## src/hw/amd_pkg.sv

```systemverilog
// addressing mode decoder: shared constants, mode enumeration and mode helpers
// ==========================================================================
// Summary of operation
// - seventeen addressing modes in seven classes
// - long submodes reach whole 64 Kbyte space
// - short non-indexed submodes reach page zero only
// - read-modify-write opcodes decode short forms only
// - inherent instruction is one byte, two with a prefix
// - immediate instruction is opcode plus operand
// - short direct address is one byte
// - long direct address is two bytes
// - indexed address is unsigned index plus offset
// - no-offset indexed uses index as address
// - short indexed sum carries into ninth bit
// - long indexed adds two-byte offset
// - indirect modes read address from memory pointer
// - short indirect fetches byte pointer, page zero
// - relative target is next PC plus signed byte
// - stop instruction forces reset, no stop state
// - wait instruction idles until interrupt arrives
// - long indirect fetches word pointer from page zero
// - prefix 90 selects second index register
// - prefix 92 converts to indirect forms
// - prefix 91 selects second index for indirect indexed
`default_nettype none
package amd_pkg;
  // ==========================================================================
  // addressing modes, seven classes
  typedef enum logic [4:0] {
    AMD_INH, AMD_IMM,
    AMD_DIR_S, AMD_DIR_L,
    AMD_IDX_0, AMD_IDX_S, AMD_IDX_L,
    AMD_IND_S, AMD_IND_L, AMD_IIX_S, AMD_IIX_L,
    AMD_REL_D, AMD_REL_I,
    AMD_BIT_D, AMD_BIT_I, AMD_BIT_DR, AMD_BIT_IR
  } amd_mode_t;

  // ==========================================================================
  // prefix bytes and special opcodes
  localparam logic [7:0] AMD_SECOND_INDEX_PREFIX = 8'h90;
  localparam logic [7:0] AMD_SECOND_INDEX_INDIRECT_PREFIX = 8'h91;
  localparam logic [7:0] AMD_INDIRECT_PREFIX = 8'h92;
  localparam logic [7:0] AMD_NO_PREFIX = 8'h00;
  localparam logic [7:0] AMD_STOP_INSTRUCTION = 8'h8E;
  localparam logic [7:0] AMD_WAIT_INTERRUPT_INSTRUCTION = 8'h8F;
  localparam logic [7:0] AMD_CALL_RELATIVE = 8'hAD;
  localparam logic [7:0] AMD_PAGE_ZERO = 8'h00;
  localparam logic [15:0] AMD_PC_RESET = 16'h0000;
  localparam logic [15:0] AMD_IDX_SHORT_MAX = 16'h01FE;

  // operand bytes that follow the opcode for each mode
  function automatic logic [1:0] amd_opnd_bytes(input amd_mode_t m);
    case (m)
      AMD_INH, AMD_IDX_0: amd_opnd_bytes = 2'h0;
      AMD_DIR_L, AMD_IDX_L, AMD_BIT_DR, AMD_BIT_IR: amd_opnd_bytes = 2'h2;
      default: amd_opnd_bytes = 2'h1;
    endcase
  endfunction

  // bytes of pointer read from page zero for each mode
  function automatic logic [1:0] amd_ptr_bytes(input amd_mode_t m);
    case (m)
      AMD_IND_L, AMD_IIX_L: amd_ptr_bytes = 2'h2;
      AMD_IND_S, AMD_IIX_S, AMD_REL_I, AMD_BIT_I, AMD_BIT_IR: amd_ptr_bytes = 2'h1;
      default: amd_ptr_bytes = 2'h0;
    endcase
  endfunction
endpackage
`default_nettype wire

```

## src/hw/amd_dec_if.sv

```systemverilog
// addressing mode decoder: internal carrier between sequencer, mode table and address unit
`timescale 1ns/1ps
`default_nettype none
interface amd_dec_if;
  import amd_pkg::*;
  logic [7:0] opcode;
  logic [7:0] prefix;
  amd_mode_t mode;
  logic [1:0] n_opnd;
  logic [1:0] n_ptr;
  logic use_y;
  logic bad_prefix;
  logic [7:0] opnd0;
  logic [7:0] opnd1;
  logic [15:0] ptr_val;
  logic [7:0] idx;
  logic [15:0] next_pc;
  logic [15:0] ea;
  logic [15:0] target;
  modport table_mp (input opcode, prefix, output mode, n_opnd, n_ptr, use_y, bad_prefix);
  modport ea_mp (input mode, opnd0, opnd1, ptr_val, idx, next_pc, output ea, target);
  modport core_mp (output opcode, prefix, opnd0, opnd1, ptr_val, idx, next_pc,
                   input mode, n_opnd, n_ptr, use_y, bad_prefix, ea, target);
endinterface
`default_nettype wire

```

## src/hw/amd_mode_table.sv

```systemverilog
// addressing mode decoder: opcode and prefix to mode classification
`timescale 1ns/1ps
`default_nettype none
module amd_mode_table import amd_pkg::*; (
  amd_dec_if.table_mp dec
);
  logic ind;

  // ==========================================================================
  // high nibble selects the mode row; prefixes bend it
  always_comb begin
    ind = (dec.prefix == AMD_INDIRECT_PREFIX) ||
          (dec.prefix == AMD_SECOND_INDEX_INDIRECT_PREFIX);
    dec.use_y = (dec.prefix == AMD_SECOND_INDEX_PREFIX) ||
                (dec.prefix == AMD_SECOND_INDEX_INDIRECT_PREFIX);
    case (dec.opcode[7:4])
      4'h0: dec.mode = ind ? AMD_BIT_IR : AMD_BIT_DR;
      4'h1: dec.mode = ind ? AMD_BIT_I : AMD_BIT_D;
      4'h2: dec.mode = ind ? AMD_REL_I : AMD_REL_D;
      // read-modify-write rows have no long form at all
      4'h3: dec.mode = ind ? AMD_IND_S : AMD_DIR_S;
      4'h6: dec.mode = ind ? AMD_IIX_S : AMD_IDX_S;
      4'h7: dec.mode = AMD_IDX_0;
      4'hA: dec.mode = (dec.opcode == AMD_CALL_RELATIVE) ?
                       (ind ? AMD_REL_I : AMD_REL_D) : AMD_IMM;
      4'hB: dec.mode = ind ? AMD_IND_S : AMD_DIR_S;
      4'hC: dec.mode = ind ? AMD_IND_L : AMD_DIR_L;
      4'hD: dec.mode = ind ? AMD_IIX_L : AMD_IDX_L;
      4'hE: dec.mode = ind ? AMD_IIX_S : AMD_IDX_S;
      4'hF: dec.mode = AMD_IDX_0;
      default: dec.mode = AMD_INH;
    endcase
    dec.n_opnd = amd_opnd_bytes(dec.mode);
    dec.n_ptr = amd_ptr_bytes(dec.mode);
    // the second-index indirect prefix only makes sense on indirect indexed forms
    dec.bad_prefix = (dec.prefix == AMD_SECOND_INDEX_INDIRECT_PREFIX) &&
                     (dec.mode != AMD_IIX_S) && (dec.mode != AMD_IIX_L);
  end
endmodule
`default_nettype wire

```

## src/hw/amd_ea_unit.sv

```systemverilog
// addressing mode decoder: effective address and relative target arithmetic
`timescale 1ns/1ps
`default_nettype none
module amd_ea_unit import amd_pkg::*; (
  amd_dec_if.ea_mp dec
);
  logic [7:0] disp;

  // ==========================================================================
  // effective address per mode; index sums are unsigned
  always_comb begin
    case (dec.mode)
      AMD_DIR_L: dec.ea = {dec.opnd0, dec.opnd1};
      AMD_IDX_0: dec.ea = {AMD_PAGE_ZERO, dec.idx};
      AMD_IDX_S: dec.ea = {8'h00, dec.opnd0} + {8'h00, dec.idx};
      AMD_IDX_L: dec.ea = {dec.opnd0, dec.opnd1} + {8'h00, dec.idx};
      AMD_IND_S, AMD_BIT_I, AMD_BIT_IR:
        dec.ea = {AMD_PAGE_ZERO, dec.ptr_val[7:0]};
      AMD_IND_L: dec.ea = dec.ptr_val;
      AMD_IIX_S: dec.ea = {8'h00, dec.ptr_val[7:0]} + {8'h00, dec.idx};
      AMD_IIX_L: dec.ea = dec.ptr_val + {8'h00, dec.idx};
      AMD_INH, AMD_IMM, AMD_REL_D, AMD_REL_I: dec.ea = 16'h0000;
      default: dec.ea = {AMD_PAGE_ZERO, dec.opnd0};
    endcase
  end

  // ==========================================================================
  // displacement source; next_pc is already past every operand byte
  always_comb begin
    case (dec.mode)
      AMD_REL_I: disp = dec.ptr_val[7:0];
      AMD_BIT_DR, AMD_BIT_IR: disp = dec.opnd1;
      default: disp = dec.opnd0;
    endcase
    dec.target = dec.next_pc + {{8{disp[7]}}, disp};
  end
endmodule
`default_nettype wire

```

## src/hw/amd_decoder.sv

```systemverilog
// addressing mode decoder: fetch sequencer, operand collection and result registers
`timescale 1ns/1ps
`default_nettype none
module amd_decoder import amd_pkg::*; (
  input wire logic i_clk,
  input wire logic i_rst_b,
  input wire logic i_start,
  input wire logic [15:0] i_pc,
  input wire logic [7:0] i_x,
  input wire logic [7:0] i_y,
  input wire logic i_irq,
  input wire logic i_mem_ack,
  input wire logic [7:0] i_mem_data,
  output logic o_mem_rd,
  output logic [15:0] o_mem_addr,
  output logic o_busy,
  output logic o_done,
  output logic [4:0] o_mode,
  output logic [2:0] o_len,
  output logic [7:0] o_opcode,
  output logic o_use_y,
  output logic o_illegal,
  output logic [2:0] o_bit_num,
  output logic [15:0] o_ea,
  output logic [15:0] o_target,
  output logic [15:0] o_next_pc,
  output logic o_stop_reset,
  output logic o_wait_state
);
  typedef enum logic [2:0] {ST_IDLE, ST_OP, ST_OPND, ST_PTR, ST_DONE, ST_WAIT} amd_state_t;

  amd_state_t state;
  logic [15:0] pc;
  logic [15:0] start_pc;
  logic [7:0] opcode;
  logic [7:0] prefix;
  logic [7:0] opnd0;
  logic [7:0] opnd1;
  logic [15:0] ptr_val;
  logic [1:0] cnt;
  logic opnd_last;
  logic ptr_last;
  logic is_prefix;

  amd_dec_if dec ();

  // ==========================================================================
  // mode table and address unit
  amd_mode_table u_table (
    .dec(dec.table_mp)
  );

  amd_ea_unit u_ea (
    .dec(dec.ea_mp)
  );

  assign dec.opcode = opcode;
  assign dec.prefix = prefix;
  assign dec.opnd0 = opnd0;
  assign dec.opnd1 = opnd1;
  assign dec.ptr_val = ptr_val;
  assign dec.idx = dec.use_y ? i_y : i_x;
  assign dec.next_pc = pc; // pc has walked past all operand bytes here

  // ==========================================================================
  // fetch handshake: a read is held until the memory acknowledges it
  assign is_prefix = (prefix == AMD_NO_PREFIX) &&
                     ((i_mem_data == AMD_SECOND_INDEX_PREFIX) ||
                      (i_mem_data == AMD_SECOND_INDEX_INDIRECT_PREFIX) ||
                      (i_mem_data == AMD_INDIRECT_PREFIX));
  assign opnd_last = (cnt == dec.n_opnd);
  assign ptr_last = (cnt == dec.n_ptr);

  // read request and address
  always_comb begin
    o_mem_rd = 1'b0;
    o_mem_addr = pc;
    case (state)
      ST_OP: o_mem_rd = 1'b1;
      ST_OPND: o_mem_rd = !opnd_last; // exactly n_opnd reads
      ST_PTR: begin
        o_mem_rd = !ptr_last;
        // pointer lives in page zero; a word pointer wraps inside it
        o_mem_addr = {AMD_PAGE_ZERO, opnd0 + {6'h00, cnt}};
      end
      default: o_mem_rd = 1'b0;
    endcase
  end

  assign o_busy = (state != ST_IDLE);

  // ==========================================================================
  // sequencer state
  always_ff @(posedge i_clk) begin
    if (!i_rst_b) begin
      state <= ST_IDLE;
    end else begin
      case (state)
        ST_IDLE: if (i_start) state <= ST_OP;
        ST_OP: if (i_mem_ack && !is_prefix) state <= ST_OPND;
        ST_OPND: begin
          if (opnd_last) begin
            state <= (dec.n_ptr != 2'h0) ? ST_PTR : ST_DONE;
          end
        end
        ST_PTR: if (ptr_last) state <= ST_DONE;
        ST_DONE: begin
          // wait holds the core until an interrupt; stop never enters a state
          if (dec.mode == AMD_INH && opcode == AMD_WAIT_INTERRUPT_INSTRUCTION) begin
            state <= ST_WAIT;
          end else begin
            state <= ST_IDLE;
          end
        end
        ST_WAIT: if (i_irq) state <= ST_IDLE;
        default: state <= ST_IDLE;
      endcase
    end
  end

  // ==========================================================================
  // program counter: one step per fetched instruction byte
  always_ff @(posedge i_clk) begin
    if (!i_rst_b) begin
      pc <= AMD_PC_RESET;
      start_pc <= AMD_PC_RESET;
    end else if (state == ST_IDLE && i_start) begin
      pc <= i_pc;
      start_pc <= i_pc;
    end else if (i_mem_ack && (state == ST_OP || (state == ST_OPND && !opnd_last))) begin
      pc <= pc + 16'h0001;
    end
  end

  // ==========================================================================
  // prefix and opcode capture; only one prefix is taken per instruction
  always_ff @(posedge i_clk) begin
    if (!i_rst_b) begin
      prefix <= AMD_NO_PREFIX;
      opcode <= 8'h00;
    end else if (state == ST_IDLE && i_start) begin
      prefix <= AMD_NO_PREFIX;
    end else if (state == ST_OP && i_mem_ack) begin
      if (is_prefix) begin
        prefix <= i_mem_data;
      end else begin
        opcode <= i_mem_data;
      end
    end
  end

  // ==========================================================================
  // operand and pointer bytes; a counter shared by both phases
  always_ff @(posedge i_clk) begin
    if (!i_rst_b) begin
      cnt <= 2'h0;
    end else if (state == ST_OP || (state == ST_OPND && opnd_last)) begin
      cnt <= 2'h0;
    end else if (i_mem_ack && ((state == ST_OPND && !opnd_last) ||
                               (state == ST_PTR && !ptr_last))) begin
      cnt <= cnt + 2'h1;
    end
  end

  // operand bytes in fetch order: first byte is the high one of a word
  always_ff @(posedge i_clk) begin
    if (!i_rst_b) begin
      opnd0 <= 8'h00;
      opnd1 <= 8'h00;
    end else if (state == ST_OP) begin
      opnd0 <= 8'h00;
      opnd1 <= 8'h00;
    end else if (state == ST_OPND && i_mem_ack && !opnd_last) begin
      if (cnt == 2'h0) begin
        opnd0 <= i_mem_data;
      end else begin
        opnd1 <= i_mem_data;
      end
    end
  end

  // pointer shifts in high byte first; a byte pointer ends in the low byte
  always_ff @(posedge i_clk) begin
    if (!i_rst_b) begin
      ptr_val <= 16'h0000;
    end else if (state == ST_OP) begin
      ptr_val <= 16'h0000;
    end else if (state == ST_PTR && i_mem_ack && !ptr_last) begin
      ptr_val <= {ptr_val[7:0], i_mem_data};
    end
  end

  // ==========================================================================
  // result registers, loaded once per instruction
  always_ff @(posedge i_clk) begin
    if (!i_rst_b) begin
      o_mode <= 5'h00;
      o_len <= 3'h0;
      o_opcode <= 8'h00;
      o_use_y <= 1'b0;
      o_illegal <= 1'b0;
      o_bit_num <= 3'h0;
      o_ea <= 16'h0000;
      o_target <= 16'h0000;
      o_next_pc <= AMD_PC_RESET;
    end else if (state == ST_DONE) begin
      o_mode <= dec.mode;
      // length counts prefix, opcode and operand bytes
      o_len <= {2'h0, prefix != AMD_NO_PREFIX} + 3'h1 + {1'b0, dec.n_opnd};
      o_opcode <= opcode;
      o_use_y <= dec.use_y;
      o_illegal <= dec.bad_prefix;
      o_bit_num <= opcode[3:1];
      o_ea <= dec.ea;
      o_target <= dec.target;
      o_next_pc <= pc;
    end
  end

  // ==========================================================================
  // completion, stop and wait indications
  always_ff @(posedge i_clk) begin
    if (!i_rst_b) begin
      o_done <= 1'b0;
      o_stop_reset <= 1'b0;
      o_wait_state <= 1'b0;
    end else begin
      o_done <= (state == ST_DONE);
      // stop is refused as a state and turned into a reset request
      o_stop_reset <= (state == ST_DONE) && (dec.mode == AMD_INH) &&
                      (opcode == AMD_STOP_INSTRUCTION);
      o_wait_state <= (state == ST_DONE && dec.mode == AMD_INH &&
                       opcode == AMD_WAIT_INTERRUPT_INSTRUCTION) ||
                      (state == ST_WAIT && !i_irq);
    end
  end

  // ==========================================================================
  // checks on the decoded results
  logic [15:0] rel_diff;
  logic [15:0] len_pc;
  assign rel_diff = o_target - o_next_pc;
  assign len_pc = start_pc + {13'h0000, o_len};
endmodule
`default_nettype wire

```

## config.mk

```make
export PLATFORM = sky130hd
export DESIGN_NAME = amd_decoder
export DESIGN_NICKNAME = d
export VERILOG_FILES = /design/src/hw/amd_pkg.sv /design/src/hw/amd_dec_if.sv /design/src/hw/amd_mode_table.sv /design/src/hw/amd_ea_unit.sv /design/src/hw/amd_decoder.sv
export SDC_FILE = /design/constraint.sdc
export NUM_CORES = 1
export LEC_CHECK = 0
export ABC_AREA = 1
export BUFFER_PORTS_ARGS = -buffer_cell sky130_fd_sc_hd__clkbuf_2
export CORE_ASPECT_RATIO = 1.5
export CORE_MARGIN = 2
export CORE_UTILIZATION = 53
export CTS_CLUSTER_DIAMETER = 60
export DETAILED_ROUTE_END_ITERATION = 8
export PLACE_DENSITY_LB_ADDON = 0.1
export RECOVER_POWER = 50
export SLEW_MARGIN = 20
export SYNTH_ARGS = -nofsm -noshare
export SYNTH_HDL_FRONTEND = slang
export SYNTH_HIERARCHICAL = 1
export SYNTH_SLANG_ARGS = --single-unit
```

## constraint.sdc

```tcl
create_clock -name i_clk -period 3.5 [get_ports i_clk]
set_clock_uncertainty 0.2 [all_clocks]
set_input_delay 0.175 -clock i_clk [delete_from_list [all_inputs] [get_ports i_clk]]
set_output_delay 0.175 -clock i_clk [all_outputs]
set_load 0.01 [all_outputs]
```

== After elaboration in Yosys (flattened, before gate mapping) ==
Index checks and enable logic that the tools add are counted.

* Register bits: 141
* Input port bits: 45
* Output and inout bits: 90
* Logic and storage cells: 167

* Add/sub/neg operators: 10
* Equal/unequal tests: 48
* Mux-type cells: 26
* Bitwise operators: 4
* Reductions and logical operators: 59

{| class="wikitable"
|+ Operators by type and width
! operator !! number
|-
| $pmux W16 S9 || 1
|-
| $eq A8 B8 Y1 const B || 9
|-
| $mux W16 || 3
|-
| $pmux W5 S9 || 1
|-
| $eq A5 B4 Y1 const B || 7
|-
| $add A16 B8 Y16 || 2
|-
| $mux W3 || 9
|-
| $eq A4 B4 Y1 const B || 6
|-
| $eq A5 B3 Y1 const B || 4
|-
| $logic_and A1 B1 Y1 || 20
|-
| $add A8 B8 Y9 || 2
|-
| $pmux W3 S6 || 1
|-
| $reduce_or A2 Y1 || 9
|-
| $add A16 B1 Y16 const B || 1
|-
| $add A16 B16 Y16 || 1
|-
| $pmux W8 S2 || 1
|-
| $mux W4 || 3
|-
| $mux W5 || 2
|-
| $ne A2 B2 Y1 const B || 5
|-
| $ne A5 B4 Y1 const B || 2
|-
| $add A8 B2 Y8 || 1
|-
| $eq A4 B2 Y1 const B || 2
|-
| $eq A4 B3 Y1 const B || 2
|-
| $logic_not A8 Y1 || 1
|-
| 31 further kinds || 52
|}

== Depth between registers and ports, before layout ==
* Depth after elaboration: 15
* Mapped depth: 31
* Depth with buffers taken out: 31

== By module ==
The synthesis kept the hierarchy.

{| class="wikitable"
|+ Modules (own cells, without submodules)
! module !! times used !! cells an instance !! area an instance (µm²) !! sequential area each (µm²)
|-
| amd_decoder || 1 || 835 || 5936.9 || 2762.6
|-
| amd_ea_unit || 1 || 496 || 2705.1 || 0.0
|-
| amd_mode_table || 1 || 94 || 434.2 || 0.0
|}

== Worst setup path before layout ==
Ideal clock, no wire load.

* Path kind: flip-flop to flip-flop
* From: register prefix[3], in the netlist dec.prefix[3]
* To: register o_ea[8]
* Library setup time: 0.116 ns
* Arrival time: 3.496 ns
* Required time: 3.184 ns
* Path slack: -0.312 ns
* Cell stages (with the launch flop): 24
* Path buffers: 3
* Clock period less this slack: 3.812 ns
* Cell sequence: dfxtp_1 -> nor2_2 -> nand3_1 -> nor2_4 -> nor2_1 -> nor3_1 -> o211ai_1 -> inv_1 -> nor2_1 -> nand3_2 -> buf_6 -> buf_6 -> clkbuf_1 -> o21ai_0 -> ha_1 -> fa_1 -> nand3_1 -> nand2_1 -> a21oi_1 -> nand3_1 -> a31oi_1 -> nand2_1 -> o21ai_0 -> nor2_1

* Cells in the longest elaborated chain, start to end: 8
* Elaborated cells on any way between the ends: 36
* Classes of those cells: add/sub (4); eq/ne (16); mux (11); reduce/logical (5)

{| class="wikitable"
|+ RTL lines
! what !! line !! source
|-
| start, declared || amd_decoder.sv:36 || <nowiki>logic [7:0] prefix;</nowiki>
|-
| start signal, assigned || amd_decoder.sv:145 || <nowiki>prefix <= i_mem_data;</nowiki>
|-
| $eq A8 B8 Y1, on equally long branches || amd_mode_table.sv:12, amd_mode_table.sv:13 ||
|-
| $logic_or A1 B1 Y1 * || amd_mode_table.sv:12 || <nowiki>ind = (dec.prefix == AMD_INDIRECT_PREFIX) ||</nowiki>
|-
| $mux W3 || amd_mode_table.sv:19, amd_mode_table.sv:25 ||
|-
| $mux W5 || amd_mode_table.sv:24 || <nowiki>4'hA: dec.mode = (dec.opcode == AMD_CALL_RELATIVE) ?</nowiki>
|-
| $pmux W5 S9 * || amd_mode_table.sv:16 || <nowiki>case (dec.opcode[7:4])</nowiki>
|-
| via dec.mode[1] || amd_dec_if.sv:8 || <nowiki>amd_mode_t mode;</nowiki>
|-
| $eq A5 B1 Y1 (tied with other cells) || amd_ea_unit.sv:12 || <nowiki>case (dec.mode)</nowiki>
|-
| $reduce_or A4 Y1 or $reduce_or A3 Y1 (tied branches) || amd_ea_unit.sv:12 ||
|-
| $pmux W16 S9 * || amd_ea_unit.sv:12 ||
|-
| via dec.ea[8] || amd_dec_if.sv:18 || <nowiki>logic [15:0] ea;</nowiki>
|-
| end signal, assigned || amd_decoder.sv:214 || <nowiki>o_ea <= dec.ea;</nowiki>
|-
| end, declared || amd_decoder.sv:24 || <nowiki>output logic [15:0] o_ea,</nowiki>
|}

The timed path passes the listed nets; every way through them passes the cells marked *.
A chain may end at the register's enable or synchronous reset.

== Worst setup path in the final report ==
* From: register prefix[3], in the netlist dec.prefix[3]
* To: register o_target[12]

* Cells in the longest elaborated chain, start to end: 9
* Elaborated cells on any way between the ends: 18
* Classes of those cells: add/sub (1); eq/ne (5); mux (10); reduce/logical (2)

{| class="wikitable"
|+ RTL lines
! what !! line !! source
|-
| $eq A8 B8 Y1, on equally long branches || amd_mode_table.sv:12, amd_mode_table.sv:13 ||
|-
| $logic_or A1 B1 Y1 * || amd_mode_table.sv:12 ||
|-
| $mux W3 || amd_mode_table.sv:19, amd_mode_table.sv:25 ||
|-
| $mux W5 || amd_mode_table.sv:24 ||
|-
| $pmux W5 S9 * || amd_mode_table.sv:16 ||
|-
| via dec.mode[1] || amd_dec_if.sv:8 ||
|-
| $eq A5 B4 Y1 or $eq A5 B5 Y1 (tied branches) || amd_ea_unit.sv:30 || <nowiki>case (dec.mode)</nowiki>
|-
| $reduce_or A2 Y1 || amd_ea_unit.sv:30 ||
|-
| $pmux W8 S2 * || amd_ea_unit.sv:30 ||
|-
| $add A16 B16 Y16 * || amd_ea_unit.sv:35 || <nowiki>dec.target = dec.next_pc + {{8{disp[7]}}, disp};</nowiki>
|-
| via dec.target[12] || amd_dec_if.sv:19 || <nowiki>logic [15:0] target;</nowiki>
|-
| end signal, assigned || amd_decoder.sv:215 || <nowiki>o_target <= dec.target;</nowiki>
|-
| end, declared || amd_decoder.sv:25 || <nowiki>output logic [15:0] o_target,</nowiki>
|}

Marked as above.

==> summary.txt <==
Worst setup path
  – R2R Setup Slk: -0.32 ns
  – Worst Path Class, Setup: register to register
  – CP max stage delay: 0.34 ns
  – Crit. End Element: register
  – Worst EP required: 3.67 ns
  – R2r worst-path depth: 26
  – Critical Path Fanout Max: 6
  – Critical path arrival: 3.98 ns
  – Slowest CP cell: dfxtp_2
  – FF-to-FF Start: dec.prefix[3]$_SDFFE_PP0P_
  – R2R Path End: o_target[12]$_SDFFE_PN0P_
  – Critical Path Start Type: register

Synth
  – Post-synth net total: 1512
  – Seq/Total Area, Yosys: 30.4%
  – Cell types occupying the most area after synthesis: dfxtp_1 30%, nand2_1 12%, o21ai_0 10%
  – Syn. warnings: 6
  – Mean post-synth cell area: 6.37 um^2
  – EDFF count, synth: 0
  – Ys flop type: dfxtp_1
  – Seq cells post-synth: 138
  – Post-synth top area cell: dfxtp_1
  – Most common cell in the netlist: nand2_1
  – Yosys top cell area share: 30.4%
  – Share of synthesized registers carrying an async set or reset: 0%
  – Top post-synthesis cells by count: 290 x nand2_1, 246 x nor2_1, 187 x o21ai_0
  – Synth cell types: 47
  – Synthesized area: 9080 um^2
  – Syn Inst Count: 1425

Worst hold path
  – Min-Delay Path Depth: 6
  – Hold path endpoint: state[1]$_SDFFE_PN0P_
  – Worst hold-check path type: input pin to register
  – Hold_sp: i_mem_ack

STA
  – Final setup vio count: 27
  – RSZ-0062 raised after global routing: yes
  – Least-Margin Pin Slew: 0.810 ns
  – Final min period: 3.82 ns
  – Period utilisation layout: 109%
  – Fin. Hold Viols: 0
  – Setup ws final: -0.317 ns
  – Max Clock Freq: 262 MHz
  – Max-slew violation count: 0
  – Slew headroom: 46.0%

Finish
  – Final Instance Area: 12300 um^2
  – Post-layout net count: 1803
  – Antenna diode count: 0
  – Layout cell share with drive strength beyond 1: 24.2%
  – Finished Layout Cells: 1938
  – Area growth syn-to-layout: 35.5%

Routing
  – WL/cell: 16.3 um
  – Vias/cell: 5.53
  – Initial DRC count: 620
  – Antenna Nets Post-Route: 0
  – WL final: 31600 um
  – Vias: 10700
  – # DRC: 0
  – First-pass DRT Iterations: 5

Pwr
  – P per Cell Area: 691 nW/um^2
  – Power share of the clock group: 22.0%
  – Net Switching: 3.80 mW
  – VDD IR-drop max: 0.000500 V
  – Sw Share: 44.8%
  – Total Power: 8.49 mW
  – Int Power: 4.69 mW
  – Sequential power share: 26.6%
  – Static leakage: 5.56 nW
  – Logic gate share of total power: 51.4%

Floorplanning
  – Die X: 111 um
  – Core area: 16800 um^2
  – Io pins: 135
  – Die area: 18200 um^2
  – Die height: 164 um
  – Starting Density: 54.1%
  – # rows: 58

Clock tree
  – # clock sinks: 138
  – Worst-Skew Late Latency: 0.43 ns
  – Clk slew on worst S/H paths: 0.06 ns
  – H-tree depth: 4
  – CTS root buf: clkbuf_16
  – CTS tree: built
  – CTS buffer count: 17
  – Max Root-Sink Buffers: 2

Place
  – Post-place setup slack: -0.428 ns
  – Post-DP Area: 10800 um^2
  – Final HPWL DP: 22600 um
  – # placed instances: 1846
  – # port buffers: 134
  – Gpl congestion: 0.991

Global route
  – Global-route usage over all layers: 33.7%
  – First-pass GRT wire length: 49400 um
  – Remaining global-route overflow: 0
  – Largest net degree at the start of global routing: 91
  – Vias in the first global route: 10100
  – Initial antenna violation count: 0

Run
  – Max cap viols: 0

Status
  – Failing checks: setup timing
  – Status: complete, but fails checks
==> worst max-delay path by stage <==
stage	startpoint	to	slack [ns]	cells after the start
finish	dec.prefix[3]$_SDFFE_PP0P_	o_target[12]$_SDFFE_PN0P_	-0.32	26
global route	dec.prefix[3]$_SDFFE_PP0P_	o_target[12]$_SDFFE_PN0P_	-0.57	25
CTS	dec.prefix[6]$_SDFFE_PP0P_	o_target[12]$_SDFFE_PN0P_	-0.23	28
detailed placement	dec.opcode[6]$_SDFFE_PN0P_	o_target[12]$_SDFFE_PN0P_	-0.43	27
global placement	dec.opcode[6]$_SDFFE_PN0P_	o_target[12]$_SDFFE_PN0P_	-0.37	24
floorplan	dec.prefix[2]$_SDFFE_PP0P_	o_ea[6]$_SDFFE_PN0P_	-0.02	24
==> cell families after synthesis <==
logic type	share of synthesized area [%]
xor+xnor	2.12
fa+ha+maj	6.12
buf+inv	8.99
flops	30.4
mux	1.10
simple gates	31.2
compound gates	20.0
==> routing by layer <==
layer  track usage, %  wire [um]
met5                0          0
met4             22.0       2080
met3             4.54       1840
met1             37.6      12000
met2             60.2      15700
==> registers in the layout, summed over array words and instances, names as in the netlist, 2 cells and up <==
register and count:
cnt 2, dec.next_pc 16, dec.opcode 8, dec.opnd0 8
dec.opnd1 8, dec.prefix 8, dec.ptr_val 16, o_ea 16
o_len 3, o_mode 5, o_next_pc 16, o_opcode 8
o_target 16, state 3
==> worst max-delay path: cells and delay by family (launching register included) <==
kind,cells,cell delay (ns)
simple gates,14,1.46
compound gates,6,0.76
fa+ha+maj,2,0.55
flops,1,0.34
buf+inv,3,0.28
xor+xnor,1,0.18
==> cells in the final DEF, fill, tap and decap left out, types with 17 or more instances in the layout <==
master         count
a21oi_1           89
buf_4            150
clkbuf_1          73
clkbuf_16         18
clkbuf_2          62
dfxtp_1          126
dlygate4sd3_1     27
ha_1              30
inv_1            135
inv_2             17
nand2_1          270
nand2_2           27
nand3_1           57
nor2_1           234
nor2_2            17
o21ai_0          152
o21ai_1           37
==> metrics by stage <==
stage               setup TNS [ns]  util, %  hold WS (ns)
CTS                          -4.26     72.2        0.0140
global route                -12.75     73.4        0.0980
global placement             -5.66     64.7         0.254
finish                       -6.15     73.4        0.0213
floorplan                  -0.0359        -         0.110
detailed placement           -7.28     64.7         0.267
==> cell type report <==
| class | instances | area (um^2) |
|---|---|---|
| Tap cell | 210 | 263 |
| Clock inverter | 13 | 170 |
| Sequential cell | 138 | 2790 |
| Inverter | 154 | 581 |
| Timing Repair Buffer | 319 | 2110 |
| Fill cell | 1445 | 4470 |
| Clock buffer | 18 | 429 |
| Multi-Input combinational cell | 1086 | 5960 |
==> what timing repair did <==
item	4_1_cts	5_1_grt
cloned	1	1
hold buffers	27	0
gates resized for setup	78	53
setup buffers	19	13
setup endpoints to repair	27	32
endpoints found under the hold margin	46	0
pin swaps	47	49
==> power groups by stage <==
stage               combinational [mW]  sequential [mW]  clock, mW
floorplan                         2.39             2.27          0
global placement                  3.87             2.26          0
detailed placement                3.91             2.26          0
CTS                               4.19             2.24       1.88
global route                      4.79             2.29       1.94
finish                            4.37             2.25       1.87
Note: power is estimated with default switching activity, not from simulation.
